--- src/core/ssm_map.vh ---
// Purpose: Register map and timing constants for sync signal measurement
// Assumes: 8-bit register port, 10 MHz core clock
// Notes: Included by the measurement core only
`ifndef SSM_MAP_VH
`define SSM_MAP_VH
// Register offsets
`define SSM_ADDR_VPER_HI 16'h000d
`define SSM_ADDR_VPER_LO 16'h000e
`define SSM_ADDR_LINE_HI 16'h000f
`define SSM_ADDR_LINE_LO 16'h0010
`define SSM_ADDR_INT_CTL 16'h0011
`define SSM_ADDR_HPER 16'h001e
`define SSM_ADDR_SRC_SEL 16'h0012
// Field positions
`define SSM_BIT_VIE 7
`define SSM_BIT_OVF 7
`define SSM_BIT_SRC 0
`define SSM_BIT_VERTICAL_DETECT_FLAG 1
`define SSM_BIT_HORIZONTAL_DETECT_FLAG 2
// Reset values
`define SSM_RST_BYTE 8'h00
// Timing counts in core cycles; SSM_LINE_MAX in lines
`define SSM_VPRESCALE 4'hf
`define SSM_HWIDTH_MAX 16'd16
`define SSM_VWIDTH_MAX 16'd960
`define SSM_VPER_MAX 17'd131000
`define SSM_HPER_MIN 9'd18
`define SSM_HPER_MAX 9'd256
`define SSM_LINE_MAX 13'd4096
// Duty balance limits for polarity; small so a polarity swap settles in a few lines
`define SSM_POL_CEIL 16'h0400
`define SSM_POL_FLOOR 16'hfc00
`endif

--- src/core/ssm_sync_measure.v ---
// Purpose: Measure vertical period, lines per frame and horizontal period
// Assumes: Sync pins asynchronous; one 10 MHz clock; synchronous reset
// Notes: Vertical interrupt request cleared by vector fetch strobe
`include "ssm_map.vh"
`timescale 1ns/1ns
`default_nettype none
module ssm_sync_measure (
    // Clock and reset
    input wire core_clk,
    input wire srst,
    // Sync pins
    input wire hsyncPin,
    input wire vsyncPin,
    // Register port
    input wire [15:0] regAddr,
    input wire [7:0] regWdata,
    input wire regWr,
    input wire regRd,
    output reg [7:0] regRdata,
    // Interrupt handshake
    input wire vectorFetch,
    input wire cpuIntMask,
    output reg vsyncIrq,
    // Sync outputs
    output reg hsyncOut,
    output reg vsyncOut
);

////////////////////////////////////////////////////////////////////////
reg [1:0] hSync_q;
reg [1:0] vSync_q;
reg hLvl_q;
reg vLvl_q;
reg hPolAcc_q;
reg vPolAcc_q;
reg hPol_q;
reg vPol_q;
reg [15:0] hHigh_q;
reg [15:0] vHigh_q;
reg [15:0] hLowW_q;
reg [15:0] vLowW_q;
reg [15:0] hBal_q;
reg [15:0] vBal_q;
reg compDet_q;
wire hRaw = hSync_q[1];
wire vRaw = vSync_q[1];

// Two flops before use
always @(posedge core_clk)
begin
    if (srst)
    begin
        hSync_q <= 2'h0;
        vSync_q <= 2'h0;
    end
    else
    begin
        hSync_q <= {hSync_q[0], hsyncPin};
        vSync_q <= {vSync_q[0], vsyncPin};
    end
end

// Polarity from duty
// Pulse is the rarer state; a duty balance, not one width, so serrations cannot flip it
always @(posedge core_clk)
begin
    if (srst)
    begin
        hHigh_q <= 16'h0000;
        vHigh_q <= 16'h0000;
        hPol_q <= 1'b0;
        vPol_q <= 1'b0;
        hBal_q <= 16'h0000;
        vBal_q <= 16'h0000;
    end
    else
    begin
        hHigh_q <= hRaw ? ((hHigh_q == 16'hffff) ? hHigh_q : hHigh_q + 16'h0001) : 16'h0000;
        vHigh_q <= vRaw ? ((vHigh_q == 16'hffff) ? vHigh_q : vHigh_q + 16'h0001) : 16'h0000;
        if (hRaw && hBal_q != `SSM_POL_CEIL)
            hBal_q <= hBal_q + 16'h0001;
        else if (!hRaw && hBal_q != `SSM_POL_FLOOR)
            hBal_q <= hBal_q - 16'h0001;
        if (vRaw && vBal_q != `SSM_POL_CEIL)
            vBal_q <= vBal_q + 16'h0001;
        else if (!vRaw && vBal_q != `SSM_POL_FLOOR)
            vBal_q <= vBal_q - 16'h0001;
        // Mostly high means low-going pulses: invert
        hPol_q <= !hBal_q[15] && hBal_q != 16'h0000;
        vPol_q <= !vBal_q[15] && vBal_q != 16'h0000;
    end
end

always @(posedge core_clk)
begin
    if (srst)
    begin
        hLowW_q <= 16'h0000;
        vLowW_q <= 16'h0000;
        hLvl_q <= 1'b0;
        vLvl_q <= 1'b0;
        hPolAcc_q <= 1'b0;
        vPolAcc_q <= 1'b0;
    end
    else
    begin
        hLowW_q <= !hRaw ? ((hLowW_q == 16'hffff) ? hLowW_q : hLowW_q + 16'h0001) : 16'h0000;
        vLowW_q <= !vRaw ? ((vLowW_q == 16'hffff) ? vLowW_q : vLowW_q + 16'h0001) : 16'h0000;
        // Active-high pulse after correction
        hLvl_q <= hRaw ^ hPol_q;
        vLvl_q <= vRaw ^ vPol_q;
        hPolAcc_q <= hLvl_q;
        vPolAcc_q <= vLvl_q;
    end
end

////////////////////////////////////////////////////////////////////////
// Source select and composite separation
reg srcSel_q;
reg [15:0] pulseW_q;
reg compV_q;
wire hRise = hLvl_q & ~hPolAcc_q;
wire hFall = ~hLvl_q & hPolAcc_q;
wire vRiseSep = vLvl_q & ~vPolAcc_q;
wire vFallSep = ~vLvl_q & vPolAcc_q;

// Composite separation
// Wide pulse on the horizontal input is a vertical pulse
always @(posedge core_clk)
begin
    if (srst)
    begin
        pulseW_q <= 16'h0000;
        compV_q <= 1'b0;
    end
    else
    begin
        // Run length of the current corrected level
        pulseW_q <= (hRise || hFall) ? 16'h0000 : ((pulseW_q == 16'hffff) ? pulseW_q : pulseW_q + 16'h0001);
        if (hLvl_q && pulseW_q == `SSM_HWIDTH_MAX)
            compV_q <= 1'b1;
        // Serration gaps are short; only a wide gap ends the vertical pulse
        else if (!hLvl_q && pulseW_q == `SSM_HWIDTH_MAX)
            compV_q <= 1'b0;
    end
end

reg compVd_q;
always @(posedge core_clk)
begin
    if (srst)
        compVd_q <= 1'b0;
    else
        compVd_q <= compV_q;
end
wire compVLead = compV_q & ~compVd_q;
wire compVTrail = ~compV_q & compVd_q;
wire useSep = srcSel_q & ~compDet_q;
wire vLead = useSep ? vRiseSep : compVLead;
wire vTrail = useSep ? vFallSep : compVTrail;
wire vPulse = useSep ? vLvl_q : compV_q;

////////////////////////////////////////////////////////////////////////
// Activity detection
reg [16:0] vGap_q;
reg [8:0] hGap_q;
reg vertical_detect_flag_q;
reg horizontal_detect_flag_q;
reg [3:0] preDiv_q;
reg [12:0] vCnt_q;
reg [12:0] vPer_q;
reg [12:0] lineCnt_q;
reg [11:0] linePer_q;
reg lineOvf_q;
reg [7:0] hCnt_q;
reg [7:0] hPer_q;
reg hWrap_q;
reg vieEn_q;

always @(posedge core_clk)
begin
    if (srst)
    begin
        vGap_q <= 17'h00000;
        hGap_q <= 9'h000;
        vertical_detect_flag_q <= 1'b0;
        horizontal_detect_flag_q <= 1'b0;
        compDet_q <= 1'b0;
    end
    else
    begin
        vGap_q <= vLead ? 17'h00000 : ((vGap_q == `SSM_VPER_MAX) ? vGap_q : vGap_q + 17'h00001);
        hGap_q <= hRise ? 9'h000 : ((hGap_q == `SSM_HPER_MAX) ? hGap_q : hGap_q + 9'h001);
        if (vGap_q == `SSM_VPER_MAX || vHigh_q > `SSM_VWIDTH_MAX && vLowW_q > `SSM_VWIDTH_MAX)
            vertical_detect_flag_q <= 1'b0;
        else if (vLead)
            vertical_detect_flag_q <= 1'b1;
        if (hWrap_q || hGap_q == `SSM_HPER_MAX)
            horizontal_detect_flag_q <= 1'b0;
        else if (hRise && hGap_q > `SSM_HPER_MIN)
            horizontal_detect_flag_q <= 1'b1;
        // A separate vertical pulse in separate mode ends composite precedence
        if (vGap_q == `SSM_VPER_MAX || (srcSel_q && vRiseSep))
            compDet_q <= 1'b0;
        else if (compVLead && horizontal_detect_flag_q)
            compDet_q <= 1'b1;
    end
end

////////////////////////////////////////////////////////////////////////
// Counters
always @(posedge core_clk)
begin
    if (srst)
    begin
        preDiv_q <= 4'h0;
        vCnt_q <= 13'h0000;
        vPer_q <= 13'h0000;
        lineCnt_q <= 13'h0000;
        linePer_q <= 12'h000;
        lineOvf_q <= 1'b0;
        hCnt_q <= 8'h00;
        hPer_q <= 8'h00;
        hWrap_q <= 1'b0;
    end
    else
    begin
        preDiv_q <= preDiv_q + 4'h1;
        if (vLead)
        begin
            vPer_q <= vCnt_q;
            vCnt_q <= 13'h0000;
        end
        else if (preDiv_q == `SSM_VPRESCALE)
            vCnt_q <= vCnt_q + 13'h0001;
        if (vLead)
        begin
            // Composite vertical rise is not a line
            linePer_q <= (useSep || lineCnt_q == 13'h0000) ? lineCnt_q[11:0] : lineCnt_q[11:0] - 12'h001;
            lineOvf_q <= lineCnt_q > `SSM_LINE_MAX;
            // Coinciding line edge opens the new frame
            lineCnt_q <= hRise ? 13'h0001 : 13'h0000;
        end
        else if (hRise)
            lineCnt_q <= (lineCnt_q == 13'h1fff) ? lineCnt_q : lineCnt_q + 13'h0001;
        if (!vertical_detect_flag_q)
            lineOvf_q <= 1'b1;
        // Sampled pin costs up to two counts
        // First line after vertical not guarded
        if (hRise)
        begin
            hPer_q <= hCnt_q;
            hCnt_q <= 8'h00;
            hWrap_q <= 1'b0;
        end
        else
        begin
            hCnt_q <= hCnt_q + 8'h01;
            if (hCnt_q == 8'hff)
                hWrap_q <= 1'b1;
        end
    end
end

////////////////////////////////////////////////////////////////////////
// Interrupt and sync outputs
reg [8:0] intH_q;
reg [16:0] intV_q;
always @(posedge core_clk)
begin
    if (srst)
    begin
        vsyncIrq <= 1'b0;
        intH_q <= 9'h000;
        intV_q <= 17'h00000;
        hsyncOut <= 1'b0;
        vsyncOut <= 1'b0;
    end
    else
    begin
        // Request per leading edge
        // A new edge in the fetch cycle keeps the request
        if (vLead && vieEn_q && !cpuIntMask)
            vsyncIrq <= 1'b1;
        else if (vectorFetch)
            vsyncIrq <= 1'b0;
        intH_q <= (intH_q == `SSM_HPER_MAX - 9'd1) ? 9'h000 : intH_q + 9'h001;
        intV_q <= (intV_q == `SSM_VPER_MAX - 17'd1) ? 17'h00000 : intV_q + 17'h00001;
        if (horizontal_detect_flag_q && vertical_detect_flag_q)
        begin
            hsyncOut <= hLvl_q & ~vPulse;
            vsyncOut <= vPulse;
        end
        else
        begin
            hsyncOut <= intH_q < `SSM_HWIDTH_MAX;
            vsyncOut <= intV_q < {1'b0, `SSM_VWIDTH_MAX};
        end
    end
end

////////////////////////////////////////////////////////////////////////
// Register port
// Vertical validity is the detect flag
// Line validity from vertical detect flag and overflow
wire [7:0] srcStat = {5'h00, horizontal_detect_flag_q, vertical_detect_flag_q, srcSel_q};
always @(posedge core_clk)
begin
    if (srst)
    begin
        vieEn_q <= 1'b0;
        srcSel_q <= 1'b0;
        regRdata <= `SSM_RST_BYTE;
    end
    else
    begin
        if (regWr && regAddr == `SSM_ADDR_INT_CTL)
            vieEn_q <= regWdata[`SSM_BIT_VIE];
        if (regWr && regAddr == `SSM_ADDR_SRC_SEL)
            srcSel_q <= regWdata[`SSM_BIT_SRC];
        regRdata <= `SSM_RST_BYTE;
        if (regRd)
        begin
            case (regAddr)
                `SSM_ADDR_VPER_HI: regRdata <= {3'h0, vPer_q[12:8]};
                `SSM_ADDR_VPER_LO: regRdata <= vPer_q[7:0];
                `SSM_ADDR_LINE_HI: regRdata <= {lineOvf_q, 3'h0, linePer_q[11:8]};
                `SSM_ADDR_LINE_LO: regRdata <= linePer_q[7:0];
                `SSM_ADDR_INT_CTL: regRdata <= {vieEn_q, 7'h00};
                `SSM_ADDR_HPER: regRdata <= hPer_q;
                `SSM_ADDR_SRC_SEL: regRdata <= srcStat;
                default: regRdata <= `SSM_RST_BYTE;
            endcase
        end
    end
end

endmodule // ssm_sync_measure
`default_nettype wire

--- config.mk ---
export PLATFORM = sky130hd
export DESIGN_NAME = ssm_sync_measure
export DESIGN_NICKNAME = d
export VERILOG_FILES = /design/src/core/ssm_sync_measure.v
export VERILOG_INCLUDE_DIRS = /design/src /design/src/core
export SDC_FILE = /design/constraint.sdc
export NUM_CORES = 1
export LEC_CHECK = 0
export BUFFER_PORTS_ARGS = -buffer_cell sky130_fd_sc_hd__buf_2
export CORE_ASPECT_RATIO = 1.4
export CORE_MARGIN = 8
export CORE_UTILIZATION = 41
export CTS_BUF_LIST = sky130_fd_sc_hd__clkbuf_4 sky130_fd_sc_hd__clkbuf_8
export DETAILED_ROUTE_END_ITERATION = 16
export HOLD_SLACK_MARGIN = 0.03
export PLACE_DENSITY_LB_ADDON = 0.1
export SYNTH_ARGS = -nofsm -noshare
export SYNTH_HDL_FRONTEND = slang
export SYNTH_SLANG_ARGS = --single-unit
--- constraint.sdc ---
create_clock -name core_clk -period 5.15 [get_ports core_clk]
set_input_delay 0.2575 -clock core_clk [delete_from_list [all_inputs] [get_ports core_clk]]
set_output_delay 0.2575 -clock core_clk [all_outputs]
set_load 0.02 [all_outputs]
==> results of run 1 <==
-- layout make-up --
type | instances | area [um2] | share of cell area, %
Clock inverter | 9 | 105 | 0.826
Clock buffer | 59 | 781 | 6.14
Multi-Input combinational cell | 1000 | 6260 | 49.2
Inverter | 37 | 139 | 1.09
Timing Repair Buffer | 51 | 313 | 2.46
Tap cell | 365 | 457 | 3.59
Sequential cell | 233 | 4660 | 36.7
-- logic make-up after synthesis --
family	after synthesis	synth area share, %
XOR/XNOR	117	9.11
AO/OA/AOI/OAI	203	11.7
multiplexers	33	2.98
buffers and inverters	81	2.83
AND/OR/NAND/NOR	594	25.9
flip-flops	233	41.5
adder cells (fa/ha/maj)	53	6.03
-- cell usage in the layout (no fill, tap or decap), types with 22 or more instances in the layout --
master | synthesis | routed
dfxtp_1 | 233 | 233
nor2_1 | 217 | 217
nand2_1 | 105 | 105
a21oi_1 | 84 | 84
xor2_1 | 76 | 76
nand3_1 | 58 | 58
clkbuf_8 | 0 | 54
ha_1 | 51 | 51
xnor2_1 | 41 | 41
nor3_1 | 39 | 39
o21ai_0 | 40 | 38
inv_1 | 37 | 37
buf_2 | 5 | 36
nand4_1 | 33 | 33
mux2i_1 | 29 | 29
and3_1 | 26 | 26
or3_1 | 23 | 23
nor2b_1 | 22 | 22
-- registers in the layout (all words and copies together), names as in the netlist, 2 cells and up --
| name | cells |
|---|---|
| vGap_q | 17 |
| hGap_q | 9 |
| hBal_q | 16 |
| vCnt_q | 13 |
| lineCnt_q | 13 |
| vSync_q | 2 |
| vPer_q | 13 |
| hPer_q | 8 |
| hSync_q | 2 |
| vLowW_q | 16 |
| intH_q | 9 |
| vBal_q | 16 |
| linePer_q | 12 |
| preDiv_q | 4 |
| pulseW_q | 16 |
| intV_q | 17 |
| hCnt_q | 8 |
| regRdata | 8 |
| vHigh_q | 16 |
-- metal layers --
metal,global-route usage (%),wire length (um),vias up,share of wire [%]
met1,16.0,10300,4168,43
met2,27.8,12400,74,52
li1,-,-,4694,-
met4,5.87,633,0,2.6
met3,2.84,655,50,2.7
met5,0,0,-,0
-- worst max-delay path by stage --
stage                  to  slack [ps]  cells past startpoint
2_1_floorplan  vBal_q[15]        1140                     11
3_3_place_gp   vBal_q[15]        1250                     11
3_5_place_dp   vBal_q[15]        1210                     11
4_1_cts        vBal_q[15]        1170                     11
5_1_grt        vBal_q[15]         910                     11
6_report       vBal_q[15]        1230                     11
-- through the flow --
stage	std cells	hold slack (ps)	cell area, um2
floorplan	1314	386	11200
global placement	1678	412	11800
detailed placement	1678	425	11800
CTS	1754	30.9	12700
global route	1754	90.9	12700
finish	1754	70.6	12700
-- what timing repair did --
| action | 4_1_cts | 5_1_grt |
|---|---|---|
| buffers inserted | 0 | 0 |
| hold buffers | 8 | 0 |
| hold endpoints to repair | 5 | 0 |
-- power by group through the flow --
stage          combinational [W]  sequential (W)  clock (W)
6_report                 0.00125         0.00204    0.00183
5_1_grt                  0.00142         0.00206    0.00199
4_1_cts                  0.00126         0.00204    0.00191
3_5_place_dp             0.00125         0.00208          0
3_3_place_gp             0.00124         0.00208          0
2_1_floorplan            0.00103         0.00204          0
-- worst max-delay path, cell delays in order, from the launching register on --
cell	delay, ps
dfxtp_1	310
nor4_1	390
nand3_1	240
o21ai_1	570
ha_1	360
a211oi_1	240
nor2_1	120
o41ai_2	420
a31oi_2	260
a2111oi_4	400
a2bb2oi_2	160
mux2_1	310
==> results.sh, run 1 <==
export IMPL_status="complete, no violations"
export IMPL_synth_area_um2=11200
export IMPL_relSlewSlack_pct=21.1
export IMPL_synth_ff_type="dfxtp_1"
export IMPL_io_pins=43
export IMPL_syn_instance_count=1314
export IMPL_die_area_um2=33100
export IMPL_power_total_w=0.00512
export IMPL_vias=8986
export IMPL_final_hold_violation_count=0
export IMPL_start_kind="flip-flop"
export IMPL_initial_core_util_pct=41.8
export IMPL_viasPerCell=5.12
export IMPL_grt_usage_pct=14.8
export IMPL_switching_share_pct=30.3
export IMPL_fill_cells=2707
export IMPL_numCtsBuffers=41
export IMPL_clkPwrFrac_pct=35.7
export IMPL_coreArea_um2=26900
export IMPL_yosys_warnings=0
export IMPL_ff2ff_setup_slack_ps=1230
export IMPL_finalCritPeriodShare_pct=76.1
export IMPL_fin_util_pct=47.3
export IMPL_drc=0
export IMPL_hold_class="input pin to flip-flop"
export IMPL_row_count=71
export IMPL_r2r_end="vBal_q[15]"
export IMPL_rr_startpoint="vBal_q[4]"
export IMPL_layout_nets=1449
export IMPL_rsz0062_at_grt="no"
export IMPL_worstPathRequired_ps=5580
export IMPL_p_leak_nw=4.79
export IMPL_fin_worst_skew_ps=20.4
export IMPL_peakVddDrop_v=0.000260
export IMPL_ant_nets=0
export IMPL_end_kind="flip-flop"
export IMPL_grt_max_degree=49
export IMPL_final_setup_tns_ps=0
export IMPL_root_buffer="clkbuf_8"
export IMPL_p_int_w=0.00357
export IMPL_finalWirelength_um=24000
export IMPL_crit_type="flip-flop to flip-flop"
export IMPL_synth_nets=1399
export IMPL_antenna_found_initial=0
export IMPL_synth_async_sr_flop_share_pct=0
export IMPL_io_buffers=36
export IMPL_yosysTopAreaCell="dfxtp_1"
export IMPL_cts_resized=0
export IMPL_syn_avg_cell_area_um2=8.56
export IMPL_worstHoldPathCells=4
export IMPL_holdPathEnd="srcSel_q"
export IMPL_num_antenna_cells=0
export IMPL_setup_violations=0
export IMPL_max_freq_mhz=255
export IMPL_finalCriticalPeriod_ps=3920
export IMPL_finalWorstSetupSlack_ps=1230
export IMPL_ys_seq_area_share_pct=41.5
export IMPL_cts_tree="built"
export IMPL_seqPwrFrac_pct=39.8
export IMPL_pre_cts_ws_ps=1210
export IMPL_grt_ovfl_total=0
export IMPL_clock_sinks=233
export IMPL_netlist_area_leader_share_pct=41.5
export IMPL_grt_pass1_vias=9021
export IMPL_wl_per_cell_um=13.7
export IMPL_tightest_slew_ps=1170
export IMPL_clk_pin_slew_worst_paths_ps=60
export IMPL_dp_hpwl_um=17000
export IMPL_power_switching_w=0.00155
export IMPL_synthDistinctLibCells=71
export IMPL_synth_seq_cells=233
export IMPL_power_density_nw_per_um2=403
export IMPL_synth_common_cells="dfxtp_1 (233), nor2_1 (217), nand2_1 (105), a21oi_1 (84), xor2_1 (76)"
export IMPL_critPathArrivalTime_ps=4360
export IMPL_comb_power_share_pct=24.5
export IMPL_dr_pass1_iters=4
export IMPL_path_max_fanout=8
export IMPL_ctsLongestPathBuffers=3
export IMPL_drive_gt1_share_pct=10.2
export IMPL_grt_pass1_wl_um=41300
export IMPL_synthToLayoutAreaGrowth_pct=13.1
export IMPL_synth_edf_count=0
export IMPL_gp_congestion=0.766
export IMPL_hp_start="regWr"
export IMPL_clk_latency_ps=560
export IMPL_chipWidth_um=156
export IMPL_drv_slew=0
export IMPL_cap_viol_max_count=0
export IMPL_drtIter0Drc=268
export IMPL_yosys_cell_count_top_type="dfxtp_1"
export IMPL_rr_worst_depth=11
export IMPL_synth_area_top_cells="dfxtp_1 (41%), nor2_1 (7.2%), xor2_1 (5.9%), ha_1 (5.7%), a21oi_1 (3.7%)"
export IMPL_cts_max_level=2
export IMPL_die_h_um=212
export IMPL_crit_start="vBal_q[4]"
Note: power is estimated with default switching activity, not from simulation.
==> inputs of run 2 (changes only) <==
--- a/config.mk
+++ b/config.mk
@@ -6,6 +6,7 @@
 export SDC_FILE = /design/constraint.sdc
 export NUM_CORES = 1
 export LEC_CHECK = 0
+export ABC_AREA = 1
 export BUFFER_PORTS_ARGS = -buffer_cell sky130_fd_sc_hd__buf_2
 export CORE_ASPECT_RATIO = 1.4
 export CORE_MARGIN = 8
==> constraint.sdc (replaced) <==
create_clock -name core_clk -period 3.2 [get_ports core_clk]
set_input_delay 0.16 -clock core_clk [delete_from_list [all_inputs] [get_ports core_clk]]
set_output_delay 0.16 -clock core_clk [all_outputs]
set_load 0.02 [all_outputs]
==> run 2 against run 1 <==
- first-iteration DRC count rose by 85%
- synthesized cell count rose by 41%
- clock skew fell by 3.3 ps
- sequential cell count did not move
- highest routed layer unchanged
- combinational power rose by 97%
- total power rose by 69%
==> results.sh, run 2 <==
export IMPL_ys_seq_area_share_pct=37.2
export IMPL_dp_cells=2259
export IMPL_vias=11500
export IMPL_layout_common_cells="nand2_1 (400), inv_1 (274), nor2_1 (234)"
export IMPL_peakVddDrop_v=0.000322
export IMPL_cts_tree="built"
export IMPL_setup_violations=0
export IMPL_finalCritPeriodShare_pct=88.0
export IMPL_slowest_stage="fa_1"
export IMPL_start_kind="flip-flop"
export IMPL_io_pins=43
export IMPL_yosys_warnings=0
export IMPL_max_freq_mhz=355
export IMPL_finalWirelength_um=29800
export IMPL_p_leak_nw=6.17
export IMPL_finalCriticalPeriod_ps=2820
export IMPL_grt_pass1_vias=11200
export IMPL_drc=0
export IMPL_synth_async_sr_flop_share_pct=0
export IMPL_clock_sinks=233
export IMPL_synthToLayoutAreaGrowth_pct=12.3
export IMPL_drive_gt1_share_pct=9.59
export IMPL_largest_registers="intV_q (17), vGap_q (17)"
export IMPL_final_hold_violation_count=0
export IMPL_clkPwrFrac_pct=33.4
export IMPL_final_setup_tns_ps=0
export IMPL_power_total_w=0.00865
export IMPL_synth_common_cells="nand2_1 (400), inv_1 (274), nor2_1 (234), dfxtp_1 (233), nand3_1 (133)"
export IMPL_holdPathEnd="regRdata[6]"
export IMPL_grt_ovfl_total=0
export IMPL_dr_pass1_iters=5
export IMPL_hold_class="input pin to flip-flop"
export IMPL_relSlewSlack_pct=43.8
export IMPL_yosysTopAreaCell="dfxtp_1"
export IMPL_worstPathRequired_ps=3640
export IMPL_coreArea_um2=30400
export IMPL_synth_area_top_cells="dfxtp_1 (37%), nand2_1 (12%), inv_1 (8.2%), nor2_1 (7.0%), nand3_1 (5.3%)"
export IMPL_synth_area_um2=12600
export IMPL_antenna_found_initial=0
export IMPL_worstHoldPathCells=4
export IMPL_viasPerCell=4.92
export IMPL_synth_nets=1939
export IMPL_grt_max_degree=28
export IMPL_postCtsSetupBuffers=0
export IMPL_hp_start="regRd"
export IMPL_yosys_cell_count_top_type="nand2_1"
export IMPL_die_h_um=223
export IMPL_layout_commonest_cell="nand2_1"
export IMPL_ctsLongestPathBuffers=3
export IMPL_synth_ff_type="dfxtp_1"
export IMPL_fill_cells=3280
export IMPL_grt_pass1_wl_um=51200
export IMPL_netlist_area_leader_share_pct=37.2
export IMPL_die_area_um2=36600
export IMPL_power_switching_w=0.00292
export IMPL_io_buffers=36
export IMPL_clk_latency_ps=560
export IMPL_layout_nets=2007
export IMPL_path_cells="nor2_1 > nand2_1 > nor2_1 > nand2_1 > nand2_1 > inv_1 > fa_1 > o21ai_1 > nand2_1 > nand2_1 > nand2_1 > nand3_1 > nand3_1 > nand2_1 > inv_1"
export IMPL_rr_worst_depth=15
export IMPL_grt_usage_pct=16.6
export IMPL_drtIter0Drc=495
export IMPL_worst_path_buf_inv=2
export IMPL_clk_pin_slew_worst_paths_ps=70
export IMPL_ant_nets=0
export IMPL_drv_slew=0
export IMPL_dp_hpwl_um=22000
export IMPL_synth_edf_count=0
export IMPL_cap_viol_max_count=0
export IMPL_fin_worst_skew_ps=17.2
export IMPL_comb_power_share_pct=28.4
export IMPL_rsz0062_at_grt="no"
export IMPL_gp_congestion=0.876
export IMPL_path_max_fanout=9
export IMPL_initial_core_util_pct=41.3
export IMPL_end_kind="flip-flop"
export IMPL_critPathArrivalTime_ps=3250
export IMPL_status="complete, no violations"
export IMPL_power_density_nw_per_um2=614
export IMPL_crit_start="vBal_q[6]"
export IMPL_slowest_delay_ps=420
export IMPL_wl_per_cell_um=12.7
export IMPL_syn_instance_count=1854
export IMPL_r2r_end="vBal_q[10]"
export IMPL_root_buffer="clkbuf_8"
export IMPL_syn_avg_cell_area_um2=6.77
export IMPL_p_int_w=0.00574
export IMPL_rr_startpoint="vBal_q[6]"
export IMPL_ff2ff_setup_slack_ps=380
export IMPL_path_common_cell="nand2_1"
export IMPL_cts_max_level=2
export IMPL_num_antenna_cells=0
export IMPL_chipWidth_um=164
export IMPL_switching_share_pct=33.7
export IMPL_crit_family="simple AND/OR/NAND/NOR gates"
export IMPL_stdcell_count=2340
export IMPL_tightest_slew_ps=840
export IMPL_synth_seq_cells=233
export IMPL_seqPwrFrac_pct=38.2
export IMPL_synthDistinctLibCells=52
export IMPL_crit_type="flip-flop to flip-flop"
export IMPL_row_count=76
export IMPL_numCtsBuffers=41
## run 2: cell count changes in the layout (fill, tap and decap cells not counted), moves of 17 or more
cell	delta
nand4_1	+19
nand2_1	+295
or3_1	-22
xnor2_1	-23
inv_1	+237
nand3_1	+75
nor2_1	+17
o21ai_0	+39
a21oi_1	+45
xor2_1	-56
nor2b_1	-22
mux2i_1	-29
o21ai_1	+17
and3_1	-25
## run 2: tightest hold or removal path: stages
cell and delay (ps):
buf_2 100, nand2_1 70, o21bai_2 180, nor2_1 50
## run 2: how the worst max path moves through the flow
stage / end / slack (ps) / cells after the start
2_1_floorplan: hBal_q[14] / 800 / 17
3_3_place_gp: vBal_q[10] / 450 / 15
3_5_place_dp: vBal_q[10] / 420 / 15
4_1_cts: vBal_q[10] / 400 / 15
5_1_grt: vBal_q[10] / 140 / 15
6_report: vBal_q[10] / 380 / 15
## run 2: kinds of logic (layout without fill, tap and decap cells)
| logic type | after synthesis | after routing | share of synthesized area (%) |
|---|---|---|---|
| simple gates | 936 | 936 | 33.0 |
| buf+inv | 323 | 419 | 10.1 |
| compound gates | 271 | 271 | 11.6 |
| flops | 233 | 233 | 37.2 |
| fa+ha+maj | 53 | 53 | 5.40 |
| xor+xnor | 38 | 38 | 2.65 |
## run 2: power groups by stage
stage / combinational (W) / clock (W) / sequential, W
floorplan: 0.00199 / 0 / 0.00331
global placement: 0.00244 / 0 / 0.00336
detailed placement: 0.00245 / 0 / 0.00337
CTS: 0.00248 / 0.00301 / 0.00331
global route: 0.00286 / 0.00313 / 0.00334
finish: 0.00246 / 0.00289 / 0.00331
## run 2: through the flow
step,hold slack (ps),instance area [um2],utilization (%),setup WS [ps]
2_1_floorplan,263,12600,-,800
3_3_place_gp,354,13100,43.1,452
3_5_place_dp,358,13100,43.1,421
4_1_cts,35.4,14100,46.3,399
5_1_grt,66.4,14100,46.3,143
6_report,65.3,14100,46.3,384
## run 2: metal layers
layer  GRT usage (%)  vias up  routed length [um]
li1                -     6122                   -
met1            18.7     5155               12800
met2            29.8      165               14900
met3            2.64       67                1020
met4            7.35        0                1050
met5               0        -                   0
## run 2: final cells by class
class                      instances  area (um2)  share of cell area [%]
clock buffer                      65         807                    5.73
timing repair buffer              57         363                    2.57
multi-input combinational       1298        6620                    47.0
inverter                         291        1090                    7.77
clock inverter                     6        57.6                   0.408
tap                              390         488                    3.46
sequential                       233        4660                    33.1
## run 2: what timing repair did
item	CTS	global route
gates resized for setup	0	0
hold buffers	10	0
endpoints found under the hold margin	5	0
==> inputs of run 3 (changes only) <==
--- a/config.mk
+++ b/config.mk
@@ -6,7 +6,6 @@
 export SDC_FILE = /design/constraint.sdc
 export NUM_CORES = 1
 export LEC_CHECK = 0
-export ABC_AREA = 1
 export BUFFER_PORTS_ARGS = -buffer_cell sky130_fd_sc_hd__buf_2
 export CORE_ASPECT_RATIO = 1.4
 export CORE_MARGIN = 8
@@ -15,6 +14,7 @@
 export DETAILED_ROUTE_END_ITERATION = 16
 export HOLD_SLACK_MARGIN = 0.03
 export PLACE_DENSITY_LB_ADDON = 0.1
+export REMOVE_ABC_BUFFERS = 1
 export SYNTH_ARGS = -nofsm -noshare
 export SYNTH_HDL_FRONTEND = slang
 export SYNTH_SLANG_ARGS = --single-unit
==> run 3 against run 2 <==
- count of clock-buffer cells in the layout decreased by 8
- total power increased by 1.3%
- register-to-register slack got worse by 260 ps
- clock power up 3%
- design area fell by 5.4%
- combinational power hardly changed
- die area decreased by 9.5%
- sequential share of layout area rose by 1.9 points
- non-clock buffer count is 53 higher
- via count fell by 20%
- critical endpoint is now hBal_q[13]
- highest routed layer unchanged
==> results.sh, run 3 (same netlist as run 1, synthesis figures left out) <==
export IMPL_status="complete, no violations"
export IMPL_hold_slack_ps=108
export IMPL_finalCriticalPeriod_ps=3080
export IMPL_layout_nets=1507
export IMPL_worstPathRequired_ps=3680
export IMPL_largest_registers="intV_q (17), vGap_q (17)"
export IMPL_rr_startpoint="hBal_q[6]"
export IMPL_antenna_found_initial=0
export IMPL_clk_latency_ps=550
export IMPL_fill_cells=2683
export IMPL_vias=9212
export IMPL_clk_pin_slew_worst_paths_ps=70
export IMPL_dp_hpwl_um=17100
export IMPL_layout_common_cells="dfxtp_1 (232), nor2_1 (216), nand2_1 (105)"
export IMPL_gp_congestion=0.801
export IMPL_ctsLongestPathBuffers=3
export IMPL_cts_tree="built"
export IMPL_drc=0
export IMPL_cap_viol_max_count=0
export IMPL_finalCritPeriodShare_pct=96.1
export IMPL_power_density_nw_per_um2=658
export IMPL_grt_pass1_vias=9016
export IMPL_pre_cts_ws_ps=-184
export IMPL_die_h_um=212
export IMPL_path_max_fanout=6
export IMPL_grt_max_degree=49
export IMPL_io_buffers=36
export IMPL_io_pins=43
export IMPL_synthToLayoutAreaGrowth_pct=18.5
export IMPL_hp_start="regRd"
export IMPL_numCtsBuffers=40
export IMPL_drv_slew=0
export IMPL_final_setup_tns_ps=0
export IMPL_cts_max_level=2
export IMPL_tightest_slew_ps=763
export IMPL_initial_core_util_pct=41.8
export IMPL_max_freq_mhz=325
export IMPL_drive_gt1_share_pct=15.0
export IMPL_start_kind="flip-flop"
export IMPL_viasPerCell=5.08
export IMPL_layout_commonest_cell="dfxtp_1"
export IMPL_fin_worst_skew_ps=18.7
export IMPL_hold_class="input pin to flip-flop"
export IMPL_root_buffer="clkbuf_8"
export IMPL_grt_ovfl_total=0
export IMPL_coreArea_um2=26900
export IMPL_drtIter0Drc=315
export IMPL_critPathArrivalTime_ps=3560
export IMPL_grt_usage_pct=15.2
export IMPL_setup_violations=0
export IMPL_crit_start="hBal_q[6]"
export IMPL_grt_pass1_wl_um=42500
export IMPL_p_leak_nw=5.08
export IMPL_finalWorstSetupSlack_ps=125
export IMPL_final_hold_violation_count=0
export IMPL_wl_per_cell_um=13.5
export IMPL_clock_sinks=233
export IMPL_num_antenna_cells=0
export IMPL_row_count=71
export IMPL_finalWirelength_um=24600
export IMPL_rsz0062_at_grt="yes"
export IMPL_die_area_um2=33100
export IMPL_ant_nets=0
export IMPL_dr_pass1_iters=5
export IMPL_end_kind="flip-flop"
export IMPL_relSlewSlack_pct=49.2
export IMPL_crit_type="flip-flop to flip-flop"
export IMPL_chipWidth_um=156
export IMPL_peakVddDrop_v=0.000475
## run 3: final cells by class
type	count	area (um2)	area share [%]
multi-input combinational	1000	6390	48.0
clock buffer	57	747	5.61
sequential	233	4670	35.0
clock inverter	12	146	1.10
tap	365	457	3.43
inverter	37	139	1.04
timing repair buffer	110	781	5.86
## run 3: layer usage
metal | vias to the layer above | global-route usage [%] | wire length [um]
li1 | 4812 | - | -
met1 | 4256 | 17.3 | 10700
met2 | 99 | 27.5 | 12200
met3 | 45 | 3.11 | 999
met4 | 0 | 5.84 | 636
met5 | - | 0 | 0
## run 3: timing repair
item	in CTS	in global routing
endpoints found under the hold margin	7	0
pin swaps	6	13
setup buffers	9	7
resized for setup	7	20
hold buffers	10	0
setup endpoints to repair	3	11
## run 3: per-stage QoR
| stage | utilization, % | instances | instance area (um2) | power, W |
|---|---|---|---|---|
| finish | 49.5 | 1814 | 13300 | 0.00877 |
| CTS | 49.0 | 1807 | 13200 | 0.00876 |
| global route | 49.5 | 1814 | 13300 | 0.00934 |
| detailed placement | 44.9 | 1720 | 12100 | 0.00564 |
| floorplan | - | 1270 | 11100 | 0.00492 |
| global placement | 44.9 | 1720 | 12100 | 0.00562 |
## run 3: worst max-delay path, stage by stage, from the launching register on
cell       delay (ps)
dfxtp_1           320
nor4_2            300
buf_4             160
nand4_1           110
o21ai_1           140
buf_4             160
buf_4             140
ha_4              130
a21oi_1            70
o211ai_1          330
and2_1            200
a2111oi_0         100
buf_4             140
or4b_2            620
nand3_1            80
## run 3: worst paths after layout
kind / to / slack [ps] / cells after the start
worst min register to register: horizontal_detect_flag_q / 430 / 1
worst max register to register: hBal_q[13] / 120 / 14
worst max-delay path: hBal_q[13] / 120 / 14
worst min-delay path: regRdata[7] / 110 / 3
## run 3: power breakdown
part           switching [W]  internal (W)  leakage (nW)
clock                0.00123       0.00175         0.461
sequential          0.000181       0.00311          1.89
combinational        0.00125       0.00124          2.72
